[config.mk]
export PLATFORM = sky130hd
export DESIGN_NAME = bfv_buck_control
export DESIGN_NICKNAME = d
export VERILOG_FILES = /design/src/shared/bfv_pkg.sv /design/src/bfv_buck_control.sv
export VERILOG_INCLUDE_DIRS = /design/src /design/src/shared
export SDC_FILE = /design/constraint.sdc
export NUM_CORES = 1
export LEC_CHECK = 0
export BUFFER_PORTS_ARGS = -buffer_cell sky130_fd_sc_hd__buf_2
export CAP_MARGIN = 20
export CORE_MARGIN = 2
export CORE_UTILIZATION = 43
export CTS_CLUSTER_SIZE = 14
export DETAILED_ROUTE_END_ITERATION = 12
export GPL_ROUTABILITY_DRIVEN = 0
export PLACE_DENSITY = 0.6
export SLEW_MARGIN = 20
export SYNTH_ARGS = -nofsm -noshare
export SYNTH_HDL_FRONTEND = slang
export SYNTH_SLANG_ARGS = --single-unit
[constraint.sdc]
create_clock -name clk -period 8.65 [get_ports clk]
set_input_delay 1.73 -clock clk [delete_from_list [all_inputs] [get_ports clk]]
set_output_delay 1.73 -clock clk [all_outputs]
set_load 0.01 [all_outputs]
[src/shared/bfv_regs.svh]
// timing counts, voltage codes and ramp constants for the converter control block
// assumes a 25 MHz core clock; included by bare name
`ifndef BFV_REGS_SVH
`define BFV_REGS_SVH
`define BFV_CLK_HZ 25000000
// overcurrent hold, in microseconds
`define BFV_OC_HOLD_US 500
`define BFV_OC_HOLD_CYC ((`BFV_OC_HOLD_US * (`BFV_CLK_HZ / 1000000)))
// reference held in millivolts
`define BFV_EXT_REF_MV 12'h258
// low range ramp step period in cycles (1 mV every 240 ns, about 4.2 V/ms)
`define BFV_LO_STEP_CYC 6
// external divider fixed ramp time, microseconds
`define BFV_EXT_RISE_US 225
`define BFV_EXT_STEP_CYC ((`BFV_EXT_RISE_US * (`BFV_CLK_HZ / 1000000)) / 600)
// thermal hysteresis default, degrees
`define BFV_THERM_HYST_C 25
`endif

[src/shared/bfv_pkg.sv]
// types for the converter control block
// used with package-qualified names only
package bfv_pkg;
   typedef enum logic [4:0] {
      BFV_OFF = 5'h01,
      BFV_SOFT = 5'h02,
      BFV_REG = 5'h04,
      BFV_OCHOLD = 5'h08,
      BFV_THERM = 5'h10
   } bfv_state_e;
   typedef logic [11:0] bfv_mv_t;
endpackage : bfv_pkg

[src/bfv_buck_control.sv]
// control state machine, voltage code decode and soft-start ramp of a buck converter
// comparator results and pins arrive synchronous to clk; switch gates go to drivers
// Operation
// - overcurrent trip turns high-side off and low-side on
// - hold low about 0.5 ms, then soft-start
// - persistent overcurrent repeats trip, hold, soft-start forever
// - over-temperature above 160 C stops all switching
// - restart with soft-start after temperature falls by hysteresis
// - switching disabled at power-up until input supply is sufficient
// - switching disabled again whenever input falls below lockout
// - enable low shuts down, enable high runs
// - selected code loads the reference DAC feeding the error amplifier
// - low range codes 000..110 map to 1.50 down to 0.80 V
// - low range code 111 selects external feedback against 0.6 V
// - code changes while running move reference glitch-free
// - high range codes 000..111 map to 3.30 down to 1.80 V
// - high range preset ramp is twice the low range rate
// - external divider mode uses a fixed ramp duration
`include "bfv_regs.svh"
`timescale 1ns/1ps
`default_nettype none
module bfv_buck_control #(
   parameter int OC_HOLD_CYC = `BFV_OC_HOLD_CYC,
   parameter int LO_STEP_CYC = `BFV_LO_STEP_CYC,
   parameter int EXT_STEP_CYC = `BFV_EXT_STEP_CYC,
   parameter int THERM_HYST_C = `BFV_THERM_HYST_C
) (
   input wire logic clk,
   input wire logic sys_rst,
   input wire logic highRange,
   input wire logic enable,
   input wire logic supplyOk,
   input wire logic overcurrent,
   input wire logic overTemp,
   input wire logic volt_select_bit0,
   input wire logic volt_select_bit1,
   input wire logic volt_select_bit2,
   output logic highSideOn,
   output logic lowSideOn,
   output logic switchingEn,
   output logic [11:0] dacRefMv,
   output logic externalFeedbackSel,
   output logic rampDone,
   output logic [4:0] stateOut
);
   // elaboration check: hold counter is 16 bits, divider 8 bits, and the high range
   // halves the low step period, so that period must be even
   if (OC_HOLD_CYC < 1 || OC_HOLD_CYC > 65535 || LO_STEP_CYC < 2 || LO_STEP_CYC > 255 || (LO_STEP_CYC % 2) != 0
      || EXT_STEP_CYC < 1 || EXT_STEP_CYC > 255 || THERM_HYST_C < 1) begin : g_bad_param
      $error("bfv_buck_control: unsupported parameter value");
   end

   // code to target millivolts; used for both decode paths
   // every 3-bit code is listed in both tables, so no default is needed
   function automatic bfv_pkg::bfv_mv_t codeToMv(input logic hi, input logic [2:0] c);
      bfv_pkg::bfv_mv_t v;
      v = 12'h000;
      if (hi) begin
         unique case (c)
            3'h0: v = 12'hce4; // 3.30
            3'h1: v = 12'hbb8; // 3.00
            3'h2: v = 12'hb54; // 2.90
            3'h3: v = 12'ha28; // 2.60
            3'h4: v = 12'h9c4; // 2.50
            3'h5: v = 12'h898; // 2.20
            3'h6: v = 12'h834; // 2.10
            3'h7: v = 12'h708; // 1.80
         endcase
      end else begin
         unique case (c)
            3'h0: v = 12'h5dc; // 1.50
            3'h1: v = 12'h5aa; // 1.45
            3'h2: v = 12'h4b0; // 1.20
            3'h3: v = 12'h47e; // 1.15
            3'h4: v = 12'h44c; // 1.10
            3'h5: v = 12'h41a; // 1.05
            3'h6: v = 12'h320; // 0.80
            3'h7: v = `BFV_EXT_REF_MV; // external reference
         endcase
      end
      return v;
   endfunction : codeToMv

   // state, hold counter, step divider and reference ramp
   bfv_pkg::bfv_state_e state_reg, state_next;
   logic [15:0] holdCnt_reg;
   logic [7:0] stepCnt_reg;
   bfv_pkg::bfv_mv_t ramp_reg;

   // select decode
   // low range preset table
   // high range table, no external code
   wire logic [2:0] code = {volt_select_bit2, volt_select_bit1, volt_select_bit0};
   // low range 111 picks external divider
   wire logic extMode = !highRange && (code == 3'h7);
   wire bfv_pkg::bfv_mv_t target = codeToMv(highRange, code);
   // high range steps every half the low period
   // external mode: fixed duration, 600 steps total
   wire logic [7:0] stepPeriod = extMode ? 8'(EXT_STEP_CYC) :
      highRange ? 8'(LO_STEP_CYC / 2) : 8'(LO_STEP_CYC);
   wire logic stepTick = (stepCnt_reg == 8'h00);
   wire logic atTarget = (ramp_reg == target);
   wire logic runOk = enable && supplyOk;
   wire logic holdDone = (holdCnt_reg == 16'(OC_HOLD_CYC - 1));

   // hold count runs only in hold and clears on expiry, so every trip starts a full hold
   wire logic [15:0] holdCntNext = (state_reg == bfv_pkg::BFV_OCHOLD && !holdDone) ?
      holdCnt_reg + 16'h0001 : 16'h0000;
   // divider reload; a state change clears it so a ramp takes its first step on the next cycle
   wire logic [7:0] stepCntNext = stepTick ? stepPeriod - 8'h01 : stepCnt_reg - 8'h01;

   // stopped states keep the reference at zero, so each restart is a full soft-start
   wire logic rampStop = (state_reg == bfv_pkg::BFV_OFF) || (state_reg == bfv_pkg::BFV_OCHOLD)
      || (state_reg == bfv_pkg::BFV_THERM);
   // one millivolt toward the target in either direction; a code change slews, never jumps
   wire bfv_pkg::bfv_mv_t rampStepped = (ramp_reg < target) ? ramp_reg + 12'h001 : ramp_reg - 12'h001;

   // next state
   // enable and lockout take priority over everything
   always_comb begin
      state_next = state_reg;
      if (!runOk) begin
         state_next = bfv_pkg::BFV_OFF;
      end else begin
         unique case (state_reg)
            bfv_pkg::BFV_OFF: state_next = overTemp ? bfv_pkg::BFV_THERM : bfv_pkg::BFV_SOFT;
            bfv_pkg::BFV_SOFT, bfv_pkg::BFV_REG: begin
               // thermal stop ahead of current trip
               if (overTemp)
                  state_next = bfv_pkg::BFV_THERM;
               else if (overcurrent)
                  state_next = bfv_pkg::BFV_OCHOLD;
               else if (state_reg == bfv_pkg::BFV_SOFT && atTarget)
                  state_next = bfv_pkg::BFV_REG;
            end
            bfv_pkg::BFV_OCHOLD: begin
               if (overTemp)
                  state_next = bfv_pkg::BFV_THERM;
               else if (holdDone)
                  state_next = bfv_pkg::BFV_SOFT;
            end
            // overTemp is the comparator with hysteresis; clearing means cooled
            // limitation: the hysteresis amount is set in the sensor, not counted here
            bfv_pkg::BFV_THERM: if (!overTemp) state_next = bfv_pkg::BFV_SOFT;
            default: state_next = bfv_pkg::BFV_OFF;
         endcase
      end
   end

   // outputs decode the next state, so the ports change on the same edge as the state
   wire logic runningNext = (state_next == bfv_pkg::BFV_SOFT) || (state_next == bfv_pkg::BFV_REG);
   // low-side held on for the whole hold
   wire logic pullLowNext = (state_next == bfv_pkg::BFV_OCHOLD);
   wire logic regulateNext = (state_next == bfv_pkg::BFV_REG);

   // state and hold counter
   // hold measured on the clock
   always_ff @(posedge clk) begin
      if (sys_rst) begin
         state_reg <= bfv_pkg::BFV_OFF;
         holdCnt_reg <= 16'h0000;
      end else begin
         state_reg <= state_next;
         holdCnt_reg <= holdCntNext;
      end
   end

   // ramp divider: one step enable per stepPeriod cycles
   always_ff @(posedge clk) begin
      if (sys_rst || state_reg != state_next)
         stepCnt_reg <= 8'h00;
      else
         stepCnt_reg <= stepCntNext;
   end

   // reference ramp; one millivolt per step so code changes never jump
   // running code changes slew, no glitch
   // restart from zero toward current target
   always_ff @(posedge clk) begin
      if (sys_rst || rampStop)
         ramp_reg <= 12'h000;
      else if (stepTick && !atTarget)
         ramp_reg <= rampStepped;
   end

   // switch gates; pwm permission is switchingEn, so the forced high-side request stays low
   // low-side on during hold; all off in thermal
   always_ff @(posedge clk) begin
      if (sys_rst) begin
         highSideOn <= 1'b0;
         lowSideOn <= 1'b0;
         switchingEn <= 1'b0;
      end else begin
         highSideOn <= 1'b0;
         lowSideOn <= pullLowNext;
         switchingEn <= runningNext;
      end
   end

   // reference and status
   // ramped reference drives the DAC
   always_ff @(posedge clk) begin
      if (sys_rst) begin
         dacRefMv <= 12'h000;
         externalFeedbackSel <= 1'b0;
         rampDone <= 1'b0;
         stateOut <= 5'h01;
      end else begin
         dacRefMv <= ramp_reg;
         externalFeedbackSel <= extMode;
         rampDone <= regulateNext;
         stateOut <= state_next;
      end
   end
endmodule : bfv_buck_control
`default_nettype wire

Yosys cells after proc, flatten, opt, wreduce, memory -nomap -nowiden

Memories as Yosys holds them, arrays and structs flattened.
Cells that the tools add are included.

Reductions and logical operators: 16
Magnitude comparators: 1
Bitwise logic cells: 1
Mux-type cells: 14
Equal/unequal tests: 12
Add/subtract/negate cells: 5

Operators by type and width:

| operator                                                                | count |
|---|---|
| 5-bit 2-to-1 mux                                                        | 8 |
| 12-bit 2-to-1 mux                                                       | 2 |
| 5-bit one-hot mux with 4 select lines                                   | 1 |
| 16-bit by 1-bit adder with 16-bit output, second input constant         | 1 |
| 16-bit by 14-bit equality test with 1-bit output, second input constant | 1 |
| 12-bit by 1-bit adder with 12-bit output, second input constant         | 1 |
| 12-bit equality test                                                    | 1 |
| 12-bit < comparator                                                     | 1 |
| 12-bit by 1-bit subtractor with 12-bit output, second input constant    | 1 |
| 5-bit by 2-bit equality test with 1-bit output, second input constant   | 2 |
| 5-bit by 3-bit equality test with 1-bit output, second input constant   | 2 |
| 5-bit by 4-bit equality test with 1-bit output, second input constant   | 2 |
| 8-bit logical NOT                                                       | 1 |
| 8-bit 2-to-1 mux                                                        | 1 |
| 8-bit by 1-bit subtractor with 8-bit output, second input constant      | 1 |
| 5-bit by 1-bit equality test with 1-bit output, second input constant   | 1 |
| 5-bit equality test, second input constant                              | 1 |
| 1-bit logical AND                                                       | 5 |
| 1-bit logical OR                                                        | 5 |
| 5-bit inequality test                                                   | 1 |
| 4-bit by 1-bit subtractor with 5-bit output, second input constant      | 1 |
| 4-bit 2-to-1 mux                                                        | 1 |
| 2-bit OR reduction                                                      | 2 |
| 3-bit equality test, second input constant                              | 1 |
| 3 further kinds                                                         | 5 |

Memories kept: 2
Bits in read-only memories: 160
Output and inout bits: 22
Register bits: 57
Word-level logic and storage cells: 60
Input bits: 10

Memory list:

| name            | words | bits a word | read ports | clocked after memory_dff | wr ports | RTL line               | RTL |
|---|---|---|---|---|---|---|---|
| (no name shown) | 8     | 10          | 1          | 0                        | 0        | bfv_buck_control.sv:59 | `unique case (c)` |
| (no name shown) | 8     | 10          | 1          | 0                        | 0        | bfv_buck_control.sv:70 | `unique case (c)` |

Depth between registers and ports, before layout

Gate-level depths: netlist of run 1.
An unclocked memory read counts as a cell.

Depth after elaboration: 11
Depth in mapped cells: 18
Depth with buffers taken out: 18

Least setup slack after synthesis of run 1

Ideal clock, no wire load.

Path type: input-to-reg
From: input volt_select_bit2
To: register ramp_reg[10]
Required time: 8.530 ns
Stages: 18
Path buffers: 2
Setup time: 0.120 ns
Data arrival time: 5.474 ns
Setup slack: 3.057 ns
Path through: clkbuf_1 clkbuf_1 nand2_1 o211ai_1 o21ai_0 ha_1 nand4_1 a21oi_1 nor3_1 o21ai_0 ha_1 a21o_1 a21oi_1 nor2b_1 o21a_1 o21ai_0 nor3_1 a211o_1

Longest elaborated chain between the ends: 5
Elaborated cells on any way between the ends: 8
Those cells by class: order compare: 1; eq/ne: 1; mux: 2; reduce/logical: 2; memory: 2

RTL lines:

| what                                                        | RTL line                | RTL |
|---|---|---|
| from (decl)                                                 | bfv_buck_control.sv:37  | `input wire logic volt_select_bit2,` |
| memory 8 x 10 bit (on tied branches)                        | -                       |  |
| 12-bit 2-to-1 mux *                                         | bfv_buck_control.sv:58  | `if (hi) begin` |
| branches (longest 3 deep; another with 12-bit < comparator) | -                       |  |
| to (signal assigned)                                        | bfv_buck_control.sv:183 | `ramp_reg <= rampStepped;` |
| to (decl)                                                   | bfv_buck_control.sv:88  | `bfv_pkg::bfv_mv_t ramp_reg;` |

Every way passes the cells marked *.
A chain may end at the register's enable or synchronous reset.

Worst setup path after layout of run 1

From: input volt_select_bit0
To: register ramp_reg[10]

Longest elaborated chain between the ends: 5
Elaborated cells on any way between the ends: 8
Those cells by class: order compare: 1; eq/ne: 1; mux: 2; reduce/logical: 2; memory: 2

RTL lines:

| what                                                        | RTL line               | RTL |
|---|---|---|
| from (decl)                                                 | bfv_buck_control.sv:35 | `input wire logic volt_select_bit0,` |
| memory 8 x 10 bit (on tied branches)                        | -                      |  |
| 12-bit 2-to-1 mux *                                         | bfv_buck_control.sv:58 |  |
| branches (longest 3 deep; another with 12-bit < comparator) | -                      |  |

Marked as above.

==> insert_results.sql, run 1 <==
INSERT INTO impl_metrics (metric_group, metric, value, unit) VALUES
('synth', 'ys_dominant_reg_cell', 'sky130_fd_sc_hd__dfxtp_1', ''),
('finish', 'largest_register_ff_count', '16', ''),
('critical_path', 'crit-reg2reg-capture', 'ramp_reg[10]$_SDFFE_PP0P_', ''),
('critical_path', 'crit_path_start', 'volt_select_bit0', ''),
('synth', 'synth_cells', '392', ''),
('sta', 'slew_violations', '0', ''),
('critical_path', 'regToRegStartpoint', 'ramp_reg[9]$_SDFFE_PP0P_', ''),
('finish', 'multi_input_comb_area', '2080', 'µm²'),
('synth', 'synthesis.nets', '435', ''),
('critical_path', 'path_max_fanout', '12', ''),
('sta', 'grt_setup_unrepaired', 'no', ''),
('cts', 'cts-buffers-inserted', '9', ''),
('pwr', 'ir_worst_vdd', '72.4', 'µV'),
('critical_path', 'rrSetupSlack', '5410', 'ps'),
('floorplan', 'design.die.area', '8490', 'µm²'),
('sta', 'post-route-min-period', '5090', 'ps'),
('sta', 'min_period_over_period', '0.588', ''),
('synth', 'avgSynthCellArea', '8.52', 'µm²'),
('critical_path', 'critical_path.endpoint', 'ramp_reg[10]$_SDFFE_PP0P_', ''),
('global_route', 'antenna_found_initial', '0', ''),
('place', 'hpwl', '5040', 'µm'),
('detailed_routing', 'dr.pass1.iters', '4', ''),
('synth', 'postSynth.asyncResetShare', '0', ''),
('pwr', 'power.static_leakage', '0.00162', 'µW'),
('synth', 'synth-edff-count', '0', ''),
('global_route', 'wire_length_of_the_first_global_routing_pass', '11700', 'µm'),
('synth', 'synthesis.area', '3340', 'µm²'),
('pwr', 'power.density', '200', 'nW/µm²'),
('global_route', 'use_met2', '0.273', ''),
('global_route', 'use_met1', '0.224', ''),
('critical_path', 'critical_path.startpoint_type', 'input port', ''),
('synth', 'synth_seq_area_share', '0.342', ''),
('detailed_routing', 'postRouteWirelength', '6990', 'µm'),
('finish', 'final_common_cell', 'sky130_fd_sc_hd__dfxtp_1', ''),
('cts', 'post_cts_hold_buffer_count', '0', ''),
('floorplan', 'floorplan.die.width', '92.1', 'µm'),
('global_route', 'grt.total_usage', '0.173', ''),
('flow_run', 'cap_violations', '0', ''),
('finish', 'final_cells', '526', ''),
('finish', 'sequential_cell_area', '1140', 'µm²'),
('global_route', 'grtUsageMet3', '0.0468', ''),
('sta', 'finalHoldWorstSlack', '479', 'ps'),
('floorplan', 'start_util', '0.439', ''),
('detailed_routing', 'wl_per_cell', '13.3', 'µm'),
('cts', 'post-cts-setup-buffers', '0', ''),
('sta', 'max-slew-margin-rel', '0.648', ''),
('floorplan', 'core_region_area', '7610', 'µm²'),
('synth', 'netlist-cell-type-count', '55', ''),
('synth', 'yosys_warnings', '0', ''),
('critical_path', 'crit_path_end_kind', 'flip-flop', ''),
('cts', 'cts_tree', 'built', ''),
('sta', 'setup_tns', '0', 'ps'),
('place', 'io_buffer_count', '30', ''),
('cts', 'clkLatencyLatePin', '330', 'ps'),
('finish', 'post_route_cells_drive_above_1_share', '0.132', ''),
('critical_path', 'required', '8870', 'ps'),
('detailed_routing', 'routed-via-count', '2749', ''),
('run_status', 'status', 'finished clean', ''),
('cts', 'post_cts_resized', '0', ''),
('place', 'numPlacedInstances', '510', ''),
('floorplan', 'num_rows', '32', ''),
('cts', 'cts-root-buf', 'sky130_fd_sc_hd__clkbuf_8', ''),
('finish', 'area.growth.synth_to_final', '12.2', '%'),
('finish', 'finalNetCount', '462', ''),
('sta', 'setup_viol', '0', ''),
('detailed_routing', 'drt-vias-per-instance', '5.23', ''),
('sta', 'worst-slew-pin-transition', '528', 'ps'),
('global_route', 'routing_layer_with_the_top_usage_in_global_route', 'met2', ''),
('cts', 'cts_buffer_depth', '2', ''),
('floorplan', 'die_height', '92.1', 'µm'),
('critical_path', 'r2r_cells', '14', '');
cells by family after synthesis:
| logic type | after synthesis | synth area share |
|---|---|---|
| other | 1 | 0.00112 |
| multiplexers | 10 | 0.0311 |
| adder cells (fa/ha/maj) | 33 | 0.126 |
| AND/OR/NAND/NOR | 163 | 0.247 |
| AO/OA/AOI/OAI | 71 | 0.142 |
| buffers and inverters | 28 | 0.0356 |
| XOR/XNOR | 29 | 0.0760 |
| flip-flops | 57 | 0.342 |
per-stage QoR:
| stage | power, µW | setup slack, ps | util | area (µm²) |
|---|---|---|---|---|
| final | 748 | 3560 | 0.493 | 3750 |
| after global routing | 797 | 3340 | 0.493 | 3750 |
| after CTS | 757 | 3560 | 0.493 | 3750 |
| after detailed placement | 511 | 3200 | 0.468 | 3560 |
| after global placement | 508 | 3300 | 0.468 | 3560 |
| after floorplan | 475 | 3060 | - | 3340 |
Yosys cell counts, drive strengths merged, types with 3 or more instances:
cell type / instances / share of area
buf: 3 / 0.0071
xor2: 15 / 0.039
and4: 3 / 0.0079
o21ai: 22 / 0.033
xnor2: 14 / 0.037
or3: 8 / 0.015
dfxtp: 57 / 0.34
a21oi: 18 / 0.027
nor4: 4 / 0.0075
a21o: 6 / 0.013
inv: 12 / 0.013
nand2: 27 / 0.030
ha: 32 / 0.12
o211ai: 3 / 0.011
a211oi: 7 / 0.019
nand4: 5 / 0.0094
nor2b: 15 / 0.028
and3: 6 / 0.011
mux2: 3 / 0.010
nor2: 56 / 0.063
nand3b: 3 / 0.0067
clkbuf: 13 / 0.015
mux2i: 7 / 0.021
nand3: 10 / 0.015
nor3: 12 / 0.018
worst max-delay path: stages:
cell and delay, ps:
sky130_fd_sc_hd__buf_2 160, sky130_fd_sc_hd__inv_1 120, sky130_fd_sc_hd__ha_1 230, sky130_fd_sc_hd__mux2_2 260
sky130_fd_sc_hd__o21a_1 170, sky130_fd_sc_hd__ha_1 280, sky130_fd_sc_hd__a211oi_1 240, sky130_fd_sc_hd__nor2_1 70
sky130_fd_sc_hd__nor3_1 110, sky130_fd_sc_hd__o21ai_0 90, sky130_fd_sc_hd__buf_4 190, sky130_fd_sc_hd__fa_1 410
sky130_fd_sc_hd__a21o_1 170, sky130_fd_sc_hd__a21oi_1 220, sky130_fd_sc_hd__nor2b_1 70, sky130_fd_sc_hd__o21a_1 190
sky130_fd_sc_hd__o21ai_0 230, sky130_fd_sc_hd__nor3_1 90, sky130_fd_sc_hd__a211o_1 260
layer usage:
layer | vias up | wire length (µm)
met5 | - | 0
met4 | 0 | 121
met3 | 11 | 279
met2 | 48 | 3190
met1 | 1260 | 3390
li1 | 1430 | -
how the worst min path moves through the flow:
stage,cells after the start,endpoint,slack (ps),from
final,2,dacRefMv[11]$_SDFF_PP0_,480,ramp_reg[11]$_SDFFE_PP0P_
after global routing,2,dacRefMv[11]$_SDFF_PP0_,510,ramp_reg[11]$_SDFFE_PP0P_
after CTS,2,dacRefMv[11]$_SDFF_PP0_,480,ramp_reg[11]$_SDFFE_PP0P_
after detailed placement,2,dacRefMv[11]$_SDFF_PP0_,480,ramp_reg[11]$_SDFFE_PP0P_
after global placement,2,dacRefMv[11]$_SDFF_PP0_,480,ramp_reg[11]$_SDFFE_PP0P_
after floorplan,1,holdCnt_reg[0]$_SDFF_PP0_,450,holdCnt_reg[0]$_SDFF_PP0_
layout make-up:
class | instances | share of cell area
Clock buffer | 11 | 0.0351
Clock inverter | 5 | 0.0150
Inverter | 12 | 0.0120
Multi-Input combinational cell | 307 | 0.555
Sequential cell | 57 | 0.305
Tap cell | 102 | 0.0341
Timing Repair Buffer | 32 | 0.0441
report_power, final:
group	total [µW]	internal, µW	switching, µW
clock network	242	133	109
registers	295	279	16.1
logic	211	88.7	122
total	748	500	248
No activity file was read; power rests on OpenSTA's default activity.
==> inputs of run 2 (changes only) <==
- clock period: 8.65 -> 5 ns (I/O delays scaled with it)
==> insert_results.sql, run 2 (synthesis gave the netlist of run 1 again) <==
INSERT INTO impl_metrics (metric_group, metric, value, unit) VALUES
('floorplan', 'design.die.area', '8490', 'µm²'),
('floorplan', 'start_util', '0.439', ''),
('place', 'io_buffer_count', '30', ''),
('finish', 'insertedDiodeCount', '0', ''),
('floorplan', 'io_pins', '32', ''),
('cts', 'cts_buffer_depth', '2', ''),
('critical_path', 'slowest_stage', 'sky130_fd_sc_hd__o21ai_0', ''),
('global_route', 'grtUsageMet3', '0.0427', ''),
('critical_path', 'crit_family', 'compound AO/OA/AOI/OAI gates', ''),
('detailed_routing', 'routed-via-count', '2765', ''),
('cts', 'post-cts-setup-buffers', '0', ''),
('sta', 'worst-slew-pin-transition', '751', 'ps'),
('place', 'placed_area', '3570', 'µm²'),
('detailed_routing', 'wl_per_cell', '13.1', 'µm'),
('global_route', 'routing_layer_with_the_top_usage_in_global_route', 'met2', ''),
('run_status', 'status', 'finished clean', ''),
('critical_path', 'worst_ep_arrival_time', '4820', 'ps'),
('floorplan', 'core_region_area', '7610', 'µm²'),
('detailed_routing', 'postRouteWirelength', '6900', 'µm'),
('floorplan', 'die_height', '92.1', 'µm'),
('sta', 'grt_setup_unrepaired', 'no', ''),
('cts', 'cts-root-buf', 'sky130_fd_sc_hd__clkbuf_8', ''),
('detailed_routing', 'drt-vias-per-instance', '5.25', ''),
('global_route', 'antenna_found_initial', '0', ''),
('global_route', 'grt_max_degree', '19', ''),
('cts', 'clk_transition_reported_paths', '70', 'ps'),
('sta', 'slew_violations', '0', ''),
('finish', 'number_of_fill_cells', '755', ''),
('place', 'hpwl', '5050', 'µm'),
('critical_path', 'timing_worst_setup_path_type', 'input port to flip-flop', ''),
('sta', 'setup_viol', '0', ''),
('floorplan', 'num_rows', '32', ''),
('finish', 'post_route_cells_drive_above_1_share', '0.139', ''),
('finish', 'final_common_cell', 'sky130_fd_sc_hd__dfxtp_1', ''),
('sta', 'max-slew-margin-rel', '0.494', ''),
('cts', 'cts_sinks', '57', ''),
('critical_path', 'cp.buffers_inverters', '2', ''),
('sta', 'post-route-min-period', '4600', 'ps'),
('cts', 'cts-buffers-inserted', '9', ''),
('finish', 'layout.cell_area.non_filler', '3770', 'µm²'),
('cts', 'ctsHtreeMaxLevel', '3', ''),
('finish', 'finalNetCount', '463', ''),
('critical_path', 'critical_path.cell_chain', 'buf_2 -> inv_1 -> ha_1 -> mux2_2 -> o21a_1 -> ha_1 -> nand4_1 -> a21oi_1 -> nor3_1 -> o21ai_0 -> ha_1 -> a21o_1 -> a21oi_1 -> nor2b_1 -> o21a_1 -> o21ai_0 -> nor3_1 -> a211o_1', ''),
('pwr', 'power.static_leakage', '0.00164', 'µW'),
('place', 'numPlacedInstances', '511', ''),
('global_route', 'grt.total_usage', '0.178', ''),
('finish', 'largest_register_ff_count', '16', ''),
('critical_path', 'required', '5220', 'ps'),
('finish', 'final_cells', '527', ''),
('global_route', 'use_met2', '0.275', ''),
('sta', 'setup_tns', '0', 'ps'),
('detailed_routing', 'dr.pass1.iters', '4', ''),
('global_route', 'wire_length_of_the_first_global_routing_pass', '12000', 'µm'),
('sta', 'min_period_over_period', '0.920', ''),
('cts', 'post_cts_resized', '0', ''),
('cts', 'clkLatencyLatePin', '340', 'ps'),
('finish', 'area.growth.synth_to_final', '12.8', '%'),
('global_route', 'grt_overflow', '0', ''),
('critical_path', 'critical_path.startpoint_type', 'input port', ''),
('sta', 'hold_fails_final_rpt', '0', ''),
('flow_run', 'cap_violations', '0', ''),
('critical_path', 'critical-path-top-cell-by-count', 'sky130_fd_sc_hd__ha_1', ''),
('finish', 'final_util', '0.495', ''),
('floorplan', 'floorplan.die.width', '92.1', 'µm'),
('hold_path', 'hp-class', 'flip-flop to flip-flop', ''),
('sta', 'finClkSkew', '12.4', 'ps'),
('global_route', 'via_count_of_the_first_global_routing_pass', '2577', ''),
('critical_path', 'critPathMaxStageDelay', '590', 'ps'),
('critical_path', 'crit_path_end_kind', 'flip-flop', ''),
('detailed_routing', 'remaining_drc_errors', '0', ''),
('detailed_routing', 'drt-initial-drc-count', '97', ''),
('finish', 'layout_common_cells', '57 x sky130_fd_sc_hd__dfxtp_1, 56 x sky130_fd_sc_hd__nor2_1, 32 x sky130_fd_sc_hd__ha_1, 30 x sky130_fd_sc_hd__buf_2, 27 x sky130_fd_sc_hd__nand2_1', ''),
('critical_path', 'path_max_fanout', '8', ''),
('cts', 'post_cts_hold_buffer_count', '0', ''),
('global_route', 'use_met1', '0.233', ''),
('pwr', 'ir_worst_vdd', '127', 'µV'),
('cts', 'cts_tree', 'built', ''),
('detailed_routing', 'ant_nets', '0', ''),
('pwr', 'power.density', '349', 'nW/µm²'),
('sta', 'max_freq', '217', 'MHz');
run 2: layout make-up:
| type | count | area, µm² | share of cell area |
|---|---|---|---|
| clock inverters | 7 | 77.6 | 0.0206 |
| clock buffers | 9 | 124 | 0.0329 |
| flip-flops and latches | 57 | 1140 | 0.303 |
| multi-input cells | 307 | 2080 | 0.552 |
| repair buffers | 33 | 173 | 0.0458 |
| inverters | 12 | 45.0 | 0.0120 |
| well taps | 102 | 128 | 0.0339 |
run 2: per-layer routing:
layer / share of wire / wire length (µm) / vias up
met1: 0.50 / 3430 / 1277
li1: - / - / 1436
met2: 0.45 / 3110 / 40
met5: 0 / 0 / -
met3: 0.032 / 219 / 12
met4: 0.019 / 133 / 0
run 2: path summary, 6_finish.rpt:
path,from,end,slack [ps],cells after the start
setup / recovery,volt_select_bit0,ramp_reg[10]$_SDFFE_PP0P_,400,18
hold / removal,ramp_reg[11]$_SDFFE_PP0P_,dacRefMv[11]$_SDFF_PP0_,480,2
setup reg to reg,ramp_reg[1]$_SDFFE_PP0P_,ramp_reg[10]$_SDFFE_PP0P_,1580,14
hold reg to reg,ramp_reg[11]$_SDFFE_PP0P_,dacRefMv[11]$_SDFF_PP0_,480,2
run 2: tightest hold or removal path: cells and delay by family, from the launching register on:
kind	cells	cell delay (ps)
flops	1	320
simple gates	1	50
buf+inv	1	80
run 2: per-stage QoR:
step                      setup slack, ps  hold slack (ps)  power [µW]
after floorplan                       137              454         822
after global placement                253              479         881
after detailed placement             82.4              480         885
after CTS                             454              484        1340
after global routing                 56.7              518        1410
final                                 399              482        1320
run 2: power breakdown:
part	switching [µW]	total (µW)	internal, µW
clock	204	438	234
sequential	29.0	511	482
combinational	212	366	154
